[src/inc/irqs_pkg.sv]
// Purpose: Shared constants and carriers for the event status mode block
// Assumes: APB slave, 32-bit data, one register per aligned word
// Notes:   Register indices are word indices; byte address is index times four
package irqs_pkg;

    localparam int unsigned ADDR_W = 12;
    localparam int unsigned REG_W  = 8;
    localparam int unsigned VEC_W  = 3 * REG_W;

    // Word indices of the registers
    localparam logic [7:0] IDX_MODE_A = 8'h1F;
    localparam logic [7:0] IDX_MODE_B = 8'h20;
    localparam logic [7:0] IDX_MODE_C = 8'h21;
    localparam logic [7:0] IDX_STAT_A = 8'h23;
    localparam logic [7:0] IDX_STAT_B = 8'h24;
    localparam logic [7:0] IDX_STAT_C = 8'h25;

    // Writable bits of each mode register; all others are reserved
    localparam logic [7:0] MASK_A = 8'h1E;
    localparam logic [7:0] MASK_B = 8'h05;
    localparam logic [7:0] MASK_C = 8'hAF;

    localparam logic [7:0]  RST_MODE   = 8'h00;
    localparam logic [31:0] RST_RDATA  = 32'h0000_0000;
    localparam logic        RST_IRQ_N  = 1'b1;

    // Bit positions inside the mode and status registers
    localparam int unsigned POS_CONV_PLL_LOCK = 4;
    localparam int unsigned POS_LINK_PLL_LOSS = 3;
    localparam int unsigned POS_LINK_PLL_LOCK = 2;
    localparam int unsigned POS_LANE_BUF_ERR  = 1;
    localparam int unsigned POS_CH1_SEQ_ERR   = 2;
    localparam int unsigned POS_CH0_SEQ_ERR   = 0;
    localparam int unsigned POS_CH0_PWR_DET   = 7;
    localparam int unsigned POS_CH0_BLANK     = 5;
    localparam int unsigned POS_CH0_ALIGN_LCK = 3;
    localparam int unsigned POS_CH0_ALIGN_ROT = 2;
    localparam int unsigned POS_CH0_ALIGN_WIN = 1;
    localparam int unsigned POS_CH0_ALIGN_TRP = 0;

    typedef struct packed {
        logic convPllLocked;
        logic linkPllLost;
        logic linkPllLocked;
        logic laneBufError;
        logic ch1SeqCheckError;
        logic ch0SeqCheckError;
        logic ch0PowerDetError;
        logic ch0BlankDone;
        logic ch0AlignLocked;
        logic ch0AlignRotated;
        logic ch0AlignOutsideWindow;
        logic ch0AlignTripped;
    } irqs_src_t;

    typedef struct packed {
        logic              psel;
        logic              penable;
        logic              pwrite;
        logic [ADDR_W-1:0] paddr;
        logic [31:0]       pwdata;
    } irqs_apb_req_t;

    typedef struct packed {
        logic        pready;
        logic [31:0] prdata;
        logic        pslverr;
    } irqs_apb_rsp_t;

endpackage

[src/rtl/irqs_mode_reg.sv]
// Purpose: One 8-bit mode register with a write mask
// Assumes: Synchronous active-low reset
// Notes:   Bits outside WMASK keep their reset value of zero
`timescale 1ns/1ps
module irqs_mode_reg #(
    parameter logic [7:0] WMASK = 8'h00
) (
    input  wire logic       clk,
    input  wire logic       rstn,
    input  wire logic       wrEn,
    input  wire logic [7:0] wdata,
    output logic      [7:0] value
);
    import irqs_pkg::*;

    typedef struct packed {
        logic [7:0] mode;
    } irqs_mode_state_t;

    irqs_mode_state_t state_reg;
    irqs_mode_state_t state_next;

    always_comb begin
        state_next = state_reg;
        if (wrEn) begin
            state_next.mode = wdata & WMASK; // [RQ17]
        end
    end

    always_ff @(posedge clk) begin
        if (!rstn) begin
            state_reg.mode <= RST_MODE; // [RQ5] [RQ6]
        end else begin
            state_reg <= state_next;
        end
    end

    assign value = state_reg.mode;
endmodule

[src/rtl/irqs_status_cell.sv]
// Purpose: Live or edge-latched status for a vector of event sources
// Assumes: Sources synchronous to clk
// Notes:   Latches drop when their mode bit is cleared, so live bits never hold a request
`timescale 1ns/1ps
module irqs_status_cell #(
    parameter int unsigned W = 24
) (
    input  wire logic         clk,
    input  wire logic         rstn,
    input  wire logic [W-1:0] mode,
    input  wire logic [W-1:0] src,
    input  wire logic [W-1:0] clr,
    output logic      [W-1:0] stat,
    output logic      [W-1:0] pend
);
    import irqs_pkg::*;

    typedef struct packed {
        logic [W-1:0] srcPrev;
        logic [W-1:0] lat;
    } irqs_cell_state_t;

    irqs_cell_state_t state_reg;
    irqs_cell_state_t state_next;
    logic [W-1:0]     rise;

    always_comb begin
        state_next         = state_reg;
        state_next.srcPrev = src;
        rise               = src & ~state_reg.srcPrev; // [RQ15]
        // A rise in the clearing cycle wins over the clear
        state_next.lat     = mode & ((state_reg.lat & ~clr) | rise); // [RQ14] [RQ15]
    end

    always_ff @(posedge clk) begin
        if (!rstn) begin
            state_reg <= '0;
        end else begin
            state_reg <= state_next;
        end
    end

    assign stat = (mode & state_reg.lat) | (~mode & src); // [RQ13]
    assign pend = state_reg.lat;
endmodule

[src/rtl/irqs_status_mode_top.sv]
// Purpose: Status mode selection and active-low interrupt request over APB
// Assumes: Event inputs synchronous to clk; APB master per AMBA APB
// Notes:   Each access takes one wait state; unmapped or unaligned gives pslverr
`timescale 1ns/1ps

// Behaviour
// [RQ1] Converter PLL lock bit 4 latches, asserts request
// [RQ2] Link PLL loss bit 3 latches, asserts request
// [RQ3] Link PLL lock bit 2 latches, asserts request
// [RQ4] Lane buffer error bit 1 latches, asserts request
// [RQ5] Second register bit 2 selects ch1 sequence error
// [RQ6] Second register bit 0 ch0 sequence; reset zero
// [RQ7] Third register bit 7 ch0 power detect
// [RQ8] Third register bit 5 ch0 blank done
// [RQ9] Third register bit 3 ch0 align locked
// [RQ10] Third register bit 2 ch0 align rotated
// [RQ11] Third register bit 1 ch0 outside window
// [RQ12] Third register bit 0 ch0 align tripped
// [RQ13] Mode zero shows live level, no request
// [RQ14] Latched bit cleared by writing one
// [RQ15] Latch on rising edge, not level
// [RQ16] Request low while any latched bit set
// [RQ17] Reserved bits ignore writes, read zero
module irqs_status_mode_top #(
    parameter int unsigned PADDR_W = irqs_pkg::ADDR_W
) (
    input  wire logic                    clk,
    input  wire logic                    rstn,
    input  wire irqs_pkg::irqs_apb_req_t apbReq,
    input  wire irqs_pkg::irqs_src_t     srcIn,
    output irqs_pkg::irqs_apb_rsp_t      apbRsp,
    output logic                         irqReqN
);
    import irqs_pkg::*;

    if (PADDR_W != ADDR_W || PADDR_W < 10) begin : g_chk
        $error("irqs_status_mode_top: PADDR_W must equal ADDR_W and be at least 10");
    end

    typedef struct packed {
        irqs_apb_rsp_t rsp;
        logic          irqN;
    } irqs_top_state_t;

    irqs_top_state_t state_reg;
    irqs_top_state_t state_next;

    logic [7:0]       modeA;
    logic [7:0]       modeB;
    logic [7:0]       modeC;
    logic [VEC_W-1:0] modeVec;
    logic [VEC_W-1:0] srcVec;
    logic [VEC_W-1:0] clrVec;
    logic [VEC_W-1:0] statVec;
    logic [VEC_W-1:0] pendVec;
    logic             access;
    logic             wrFire;
    logic [7:0]       idx;
    logic             aligned;

    // Places each source at the bit of its mode register
    function automatic logic [VEC_W-1:0] place(input irqs_src_t s);
        logic [VEC_W-1:0] v;
        v = '0;
        v[POS_CONV_PLL_LOCK]           = s.convPllLocked;         // [RQ1]
        v[POS_LINK_PLL_LOSS]           = s.linkPllLost;           // [RQ2]
        v[POS_LINK_PLL_LOCK]           = s.linkPllLocked;         // [RQ3]
        v[POS_LANE_BUF_ERR]            = s.laneBufError;          // [RQ4]
        v[REG_W + POS_CH1_SEQ_ERR]     = s.ch1SeqCheckError;      // [RQ5]
        v[REG_W + POS_CH0_SEQ_ERR]     = s.ch0SeqCheckError;      // [RQ6]
        v[2*REG_W + POS_CH0_PWR_DET]   = s.ch0PowerDetError;      // [RQ7]
        v[2*REG_W + POS_CH0_BLANK]     = s.ch0BlankDone;          // [RQ8]
        v[2*REG_W + POS_CH0_ALIGN_LCK] = s.ch0AlignLocked;        // [RQ9]
        v[2*REG_W + POS_CH0_ALIGN_ROT] = s.ch0AlignRotated;       // [RQ10]
        v[2*REG_W + POS_CH0_ALIGN_WIN] = s.ch0AlignOutsideWindow; // [RQ11]
        v[2*REG_W + POS_CH0_ALIGN_TRP] = s.ch0AlignTripped;       // [RQ12]
        return v;
    endfunction

    function automatic logic isIdx(input logic [7:0] a, input logic [7:0] b, input logic ok);
        return ok && (a == b);
    endfunction

    assign idx     = apbReq.paddr[9:2];
    assign aligned = (apbReq.paddr[1:0] == 2'b00) && (apbReq.paddr[PADDR_W-1:10] == '0);
    assign access  = apbReq.psel & apbReq.penable;
    // Writes land only on the edge that completes the transfer
    assign wrFire  = access & apbReq.pwrite & state_reg.rsp.pready;

    irqs_mode_reg #(.WMASK(MASK_A)) u_modeA (
        .clk   (clk),
        .rstn  (rstn),
        .wrEn  (wrFire & isIdx(idx, IDX_MODE_A, aligned)),
        .wdata (apbReq.pwdata[7:0]),
        .value (modeA)
    );

    irqs_mode_reg #(.WMASK(MASK_B)) u_modeB (
        .clk   (clk),
        .rstn  (rstn),
        .wrEn  (wrFire & isIdx(idx, IDX_MODE_B, aligned)),
        .wdata (apbReq.pwdata[7:0]),
        .value (modeB)
    );

    irqs_mode_reg #(.WMASK(MASK_C)) u_modeC (
        .clk   (clk),
        .rstn  (rstn),
        .wrEn  (wrFire & isIdx(idx, IDX_MODE_C, aligned)),
        .wdata (apbReq.pwdata[7:0]),
        .value (modeC)
    );

    assign modeVec = {modeC, modeB, modeA};
    assign srcVec  = place(srcIn);

    // Write-one-to-clear on the status words; live bits have no latch to clear
    always_comb begin
        clrVec = '0;
        if (wrFire && isIdx(idx, IDX_STAT_A, aligned)) begin
            clrVec[REG_W-1:0] = apbReq.pwdata[7:0]; // [RQ14]
        end
        if (wrFire && isIdx(idx, IDX_STAT_B, aligned)) begin
            clrVec[2*REG_W-1:REG_W] = apbReq.pwdata[7:0]; // [RQ14]
        end
        if (wrFire && isIdx(idx, IDX_STAT_C, aligned)) begin
            clrVec[3*REG_W-1:2*REG_W] = apbReq.pwdata[7:0]; // [RQ14]
        end
    end

    irqs_status_cell #(.W(VEC_W)) u_cell (
        .clk  (clk),
        .rstn (rstn),
        .mode (modeVec),
        .src  (srcVec),
        .clr  (clrVec),
        .stat (statVec),
        .pend (pendVec)
    );

    always_comb begin
        state_next             = state_reg;
        state_next.rsp.pready  = access & ~state_reg.rsp.pready;
        state_next.irqN        = ~|pendVec; // [RQ16]
        if (access && !state_reg.rsp.pready) begin
            state_next.rsp.pslverr = 1'b0;
            state_next.rsp.prdata  = RST_RDATA;
            if (!aligned) begin
                state_next.rsp.pslverr = 1'b1;
            end else begin
                case (idx)
                    IDX_MODE_A: state_next.rsp.prdata[7:0] = modeA; // [RQ17]
                    IDX_MODE_B: state_next.rsp.prdata[7:0] = modeB;
                    IDX_MODE_C: state_next.rsp.prdata[7:0] = modeC;
                    IDX_STAT_A: state_next.rsp.prdata[7:0] = statVec[REG_W-1:0];
                    IDX_STAT_B: state_next.rsp.prdata[7:0] = statVec[2*REG_W-1:REG_W];
                    IDX_STAT_C: state_next.rsp.prdata[7:0] = statVec[3*REG_W-1:2*REG_W];
                    default:    state_next.rsp.pslverr     = 1'b1;
                endcase
            end
        end else if (!access) begin
            state_next.rsp.pslverr = 1'b0;
        end
    end

    always_ff @(posedge clk) begin
        if (!rstn) begin
            state_reg.rsp.pready  <= 1'b0;
            state_reg.rsp.prdata  <= RST_RDATA;
            state_reg.rsp.pslverr <= 1'b0;
            state_reg.irqN        <= RST_IRQ_N;
        end else begin
            state_reg <= state_next;
        end
    end

    assign apbRsp  = state_reg.rsp;
    assign irqReqN = state_reg.irqN;
endmodule

[config.mk]
export PLATFORM = sky130hd
export DESIGN_NAME = irqs_status_mode_top
export DESIGN_NICKNAME = d
export VERILOG_FILES = /design/src/inc/irqs_pkg.sv /design/src/rtl/irqs_mode_reg.sv /design/src/rtl/irqs_status_cell.sv /design/src/rtl/irqs_status_mode_top.sv
export SDC_FILE = /design/constraint.sdc
export NUM_CORES = 1
export LEC_CHECK = 0
export ABC_AREA = 1
export CAP_MARGIN = 20
export CORE_AREA = 2 2 70 72
export DETAILED_ROUTE_END_ITERATION = 8
export DIE_AREA = 0 0 72 74
export DONT_BUFFER_PORTS = 1
export PLACE_DENSITY = 0.7
export SYNTH_ARGS = -nofsm -noshare
export SYNTH_HDL_FRONTEND = slang
export SYNTH_SLANG_ARGS = --single-unit
[constraint.sdc]
create_clock -name clk -period 3.1 [get_ports clk]
set_input_delay 0.465 -clock clk [delete_from_list [all_inputs] [get_ports clk]]
set_output_delay 0.465 -clock clk [all_outputs]
set_load 0.02 [all_outputs]
; ---- After elaboration in Yosys (flattened, before gate mapping)
; Index checks and enable logic that the tools add are counted.
[totals]
out_inout_bits = 35
word_cells = 61
in_bits = 61
reg_bits = 71
[classes]
muxes = 9
n_reduce_logical = 17
n_bitwise = 18
eq_ne = 7
[ops]
columns = operator, n
row1 = $and 24x24->24, 5
row2 = $not 24->24, 3
row3 = $or 24x24->24, 2
row4 = $pmux 8 s6, 1
row5 = $eq 8x6->1 const B, 5
row6 = $mux 8, 4
row7 = $reduce_or 24->1, 1
row8 = $logic_and 1x1->1, 11
row9 = $eq 8x5->1 const B, 1
row10 = $and 1x1->1, 7
row11 = $reduce_or 6->1, 1
row12 = $logic_not 2->1, 2
row13 = $mux 1, 4
row14 = $logic_not 1->1, 2
row15 = $ne 2x1->1 const B, 1
row16 = $not 1->1, 1

; ---- Longest topological paths before layout
[logic_depth]
ltp_word = 9
depth_mapped = 11

; ---- Modules after synthesis
; From an unflattened synthesis, not the netlist that was laid out.
[unflattened]
hier_cells = 693
area_unflattened_um2 = 4269.1
[modules_own_cells]
columns = module, n_inst, area_each_um2, cells_each, seq_area_each_um2
row1 = irqs_status_cell, 1, 2232.1, 341, 960.9
row2 = irqs_status_mode_top, 1, 1435.1, 263, 220.2
row3 = irqs_mode_reg (u_modeC), 1, 275.3, 40, 120.1
row4 = irqs_mode_reg (u_modeA), 1, 200.2, 30, 80.1
row5 = irqs_mode_reg (u_modeB), 1, 126.4, 19, 40.0

; ---- Worst setup path after synthesis
; OpenSTA, ideal clock, no wires.
[synth_timing]
path_type = in2reg
start = input port apbReq[43] in the netlist's numbering
end = register u_cell.state_reg (netlist bit u_cell.pend[16])
stages = 11
t_required_ns = 2.981
n_path_buf = 1
arrival_time_ns = 1.265
slack_ns = 1.717
cell_sequence = nor2_1 nand2_1 inv_4 nand3_4 inv_2 buf_6 nand3_1 nand2_1 o21ai_1 nand2_1 nor2_1
[synth_between]
elab_chain_len = 9
[synth_rtl]
columns = element, line_no
row1 = start: declaration, irqs_status_mode_top.sv:29  ; input wire irqs_pkg::irqs_apb_req_t apbReq,
row2 = $logic_not 2->1, irqs_status_mode_top.sv:85  ; assign aligned = (apbReq.paddr[1:0] == 2'b00) && (apbReq.paddr[PADDR_W-1:10] == '0);
row3 = $logic_and 1x1->1, irqs_status_mode_top.sv:85
row4 = $logic_and 1x1->1, irqs_status_mode_top.sv:81  ; return ok && (a == b);
row5 = $logic_and 1x1->1, irqs_status_mode_top.sv:126  ; if (wrFire && isIdx(idx, IDX_STAT_C, aligned)) begin
row6 = $mux 8, irqs_status_mode_top.sv:126
row7 = $not 24->24, irqs_status_cell.sv:32  ; state_next.lat = mode & ((state_reg.lat & ~clr) | rise);
row8 = $and 24x24->24, irqs_status_cell.sv:32
row9 = $or 24x24->24, irqs_status_cell.sv:32
row10 = $and 24x24->24, irqs_status_cell.sv:32
row11 = end signal: assignment, irqs_status_cell.sv:39  ; state_reg <= state_next;
row12 = end: declaration, irqs_status_cell.sv:23  ; irqs_cell_state_t state_reg;
; Every way passes these cells.
; A chain may end at the register's enable or synchronous reset.

; ---- Worst setup path in the final report
[layout_timing]
start = register state_reg (netlist bit apbRsp[33])
end = register u_cell.state_reg (netlist bit u_cell.pend[10])
[layout_between]
elab_chain_len = 7
[layout_rtl]
columns = element, line_no
row1 = start: declaration, irqs_status_mode_top.sv:45  ; irqs_top_state_t state_reg;
row2 = start signal: assignment, irqs_status_mode_top.sv:173  ; state_reg <= state_next;
row3 = $and 1x1->1, irqs_status_mode_top.sv:88  ; assign wrFire = access & apbReq.pwrite & state_reg.rsp.pready;
row4 = $logic_and 1x1->1, irqs_status_mode_top.sv:123  ; if (wrFire && isIdx(idx, IDX_STAT_B, aligned)) begin
row5 = $mux 8, irqs_status_mode_top.sv:123
row6 = $not 24->24, irqs_status_cell.sv:32
row7 = $and 24x24->24, irqs_status_cell.sv:32
row8 = $or 24x24->24, irqs_status_cell.sv:32
row9 = $and 24x24->24, irqs_status_cell.sv:32
; Every way passes these cells.

==> results_dict.tcl <==
set metrics [dict create \
    grt_overflow 0 \
    startpoint_type "flip-flop" \
    core_area_um2 4598 \
    synth_cells 348 \
    drc_errors 0 \
    synth_common_cells "nand2_1 (72), dfxtp_1 (46), nand3_1 (42)" \
    hold_start "srcIn[0]" \
    layout_min_cycle_time_ns 1.564 \
    syn_avg_cell_area_um2 6.950 \
    outcome "completed" \
    hold-path-endpoint "u_cell.state_reg[40]" \
    cts_max_level 2 \
    clkSinkCount 46 \
    hold_class "in2reg" \
    drt-initial-drc-count 161 \
    diodes 0 \
    path_delay_family "simple AND/OR/NAND/NOR gates" \
    dieArea_um2 5328 \
    ys_ff_latch 46 \
    cap_viol_max_count 0 \
    first_pass_iters 4 \
    r2r-end "u_cell.pend[10]" \
    relSlewSlack_pct 59.49 \
    synth_area_um2 2419 \
    dpl.hpwl_mm 3.885 \
    yosysSeqAreaShare_pct 38.08 \
    worst_pin_slew_ns 0.6070 \
    path_max_fanout 12 \
    grt_max_degree 32 \
    hold_depth 2 \
    gp_congestion 0.8586 \
    fin_worst_skew_ns 0.008514 \
    die_h_um 74 \
    r2r-start "apbRsp[33]" \
    io_pins 96 \
    start_util_pct 52.60 \
    cp.required_ns 3.27 \
    power_leakage_nw 1.092 \
    synth_flop_cell "dfxtp_1" \
    chipWidth_um 72 \
    p_per_area_nw_per_um2 436.9 \
    insertion_delay_ns 0.30 \
    antenna_found_initial 0 \
    grt_pass1_vias 1773 \
    reg2reg_depth 9 \
    yosys-top-cells-area "dfxtp_1 (38%), nand2_1 (11%), nand3_1 (8.7%)" \
    finalPower_mw 1.072 \
    final_antenna_net_count 0 \
    synth_top_cell_by_area "dfxtp_1" \
    cts_resized 0 \
    synth_cell_type_count 28 \
    setup_violations 0 \
    crit_type "reg2reg" \
    rows 25 \
    rsz0062_at_grt "false" \
    clk_pin_slew_ns 0.09 \
    cp.depth 9 \
    cts_buffers 5 \
    setup_tns_ns 0 \
    nNetsFinal 410 \
    worst-path-buf-inv 2 \
    finalHoldViolCount 0 \
    port_buffers 0 \
    drt-vias-per-instance 5.064 \
    critPathCaptureType "flip-flop" \
    cts_root_buf "clkbuf_8" \
    cts_tree "yes" \
    clock_path_buffers 2 \
    synth_top_area_share_pct 38.08 \
    path_cells "nand3_1, inv_2, nand3_4, inv_2, nand3_1, nand2_1, o21ai_1, nand2_1, nor2_1" \
    synthToLayoutAreaGrowth_pct 1.500 \
    worst_path_max_delay_cell "dfxtp_1" \
    fmax_mhz 639.4 \
    peakVddDrop_v 0.0002872 \
    wirelength_mm 5.208 \
    regToRegSetupSlack_ns 1.54 \
    period_share_pct 50.45 \
    num_vias 2046 \
    hold_buffers 0 \
    yosysWarnings 0 \
    grtUsageTotal_pct 20.46 \
    grt_pass1_wl_mm 8.293 \
    final_max_slew_viol_count 0 \
    post-cts-setup-buffers 0 \
    slowest_delay_ns 0.52 \
    synth_edf_count 0 \
    drive_gt1_share_pct 12.29 \
    ys_async_sr_fraction_pct 0 \
    arrival_ns 1.73 \
    synth.most_common_cell "nand2_1" \
    wl_per_cell_um 12.89 \
]
[per-stage QoR]
step | cells | hold slack, ns | util (%) | worst slack, ns | cell area [um2]
floorplan | 372 | 0.4490 | - | 1.717 | 2509
global placement | 396 | 0.4573 | 51.32 | 1.522 | 2360
detailed placement | 396 | 0.4715 | 51.32 | 1.518 | 2360
CTS | 404 | 0.2360 | 53.39 | 1.525 | 2455
global route | 404 | 0.2359 | 53.39 | 1.363 | 2455
finish | 404 | 0.2496 | 53.39 | 1.536 | 2455
[per-layer routing]
metal | up-vias | GRT usage, % | wire, um | part of all wire [%]
met2 | 77 | 32.61 | 2487 | 48
met1 | 905 | 27.12 | 2245 | 43
li1 | 1057 | - | - | -
met5 | - | 0 | 0 | 0
met4 | 0 | 6.918 | 85 | 1.6
met3 | 7 | 5.556 | 389 | 7.5
[logic make-up (layout without fill, tap and decap cells)]
group                  after synthesis  in the layout  share of synthesized area [%]
AO/OA/AOI/OAI                       48             48                          10.55
buffers and inverters               76             54                          16.19
flip-flops                          46             46                          38.08
other                                1             25                         0.1551
AND/OR/NAND/NOR                    177            177                          35.02
[cell type report]
| cell class | count | area (um2) |
|---|---|---|
| sequential | 46 | 920.9 |
| multi-input combinational | 250 | 1196 |
| clock buffer | 6 | 82.58 |
| fill | 474 | 2143 |
| tap | 54 | 67.56 |
| clock inverter | 2 | 12.51 |
| inverter | 46 | 175.2 |
[cells in the final DEF (no fill, tap or decap)]
cell	instances
nand2_1	72
dfxtp_1	46
nand3_1	42
inv_1	38
nor2_1	30
conb_1	25
a21oi_1	16
o21ai_1	14
o21ai_0	14
inv_2	7
nand2_2	7
clkbuf_8	6
nor2_4	5
nor2_2	4
or2_2	4
nand4_1	4
nor3_1	3
nor4_1	3
a21oi_2	3
inv_4	1
nand3_4	1
nor3_4	1
nand2_4	1
o21ai_2	1
clkinv_2	1
clkinvlp_4	1
[worst max-delay path by stage]
stage | end | start
floorplan | u_cell.pend[16] | apbReq[43]
global placement | u_cell.pend[8] | apbReq[41]
detailed placement | apbRsp[6] | apbReq[41]
CTS | u_cell.pend[4] | apbRsp[33]
global route | u_cell.pend[16] | apbRsp[33]
finish | u_cell.pend[10] | apbRsp[33]
[report_power, final]
group | total, mW | leakage, nW | switching (mW) | internal, mW
clock | 0.385 | 0.0472 | 0.206 | 0.179
sequential | 0.604 | 0.374 | 0.00441 | 0.600
combinational | 0.0833 | 0.670 | 0.0645 | 0.0188
total | 1.07 | 1.09 | 0.275 | 0.798
Power figures use the tool's default switching activity.
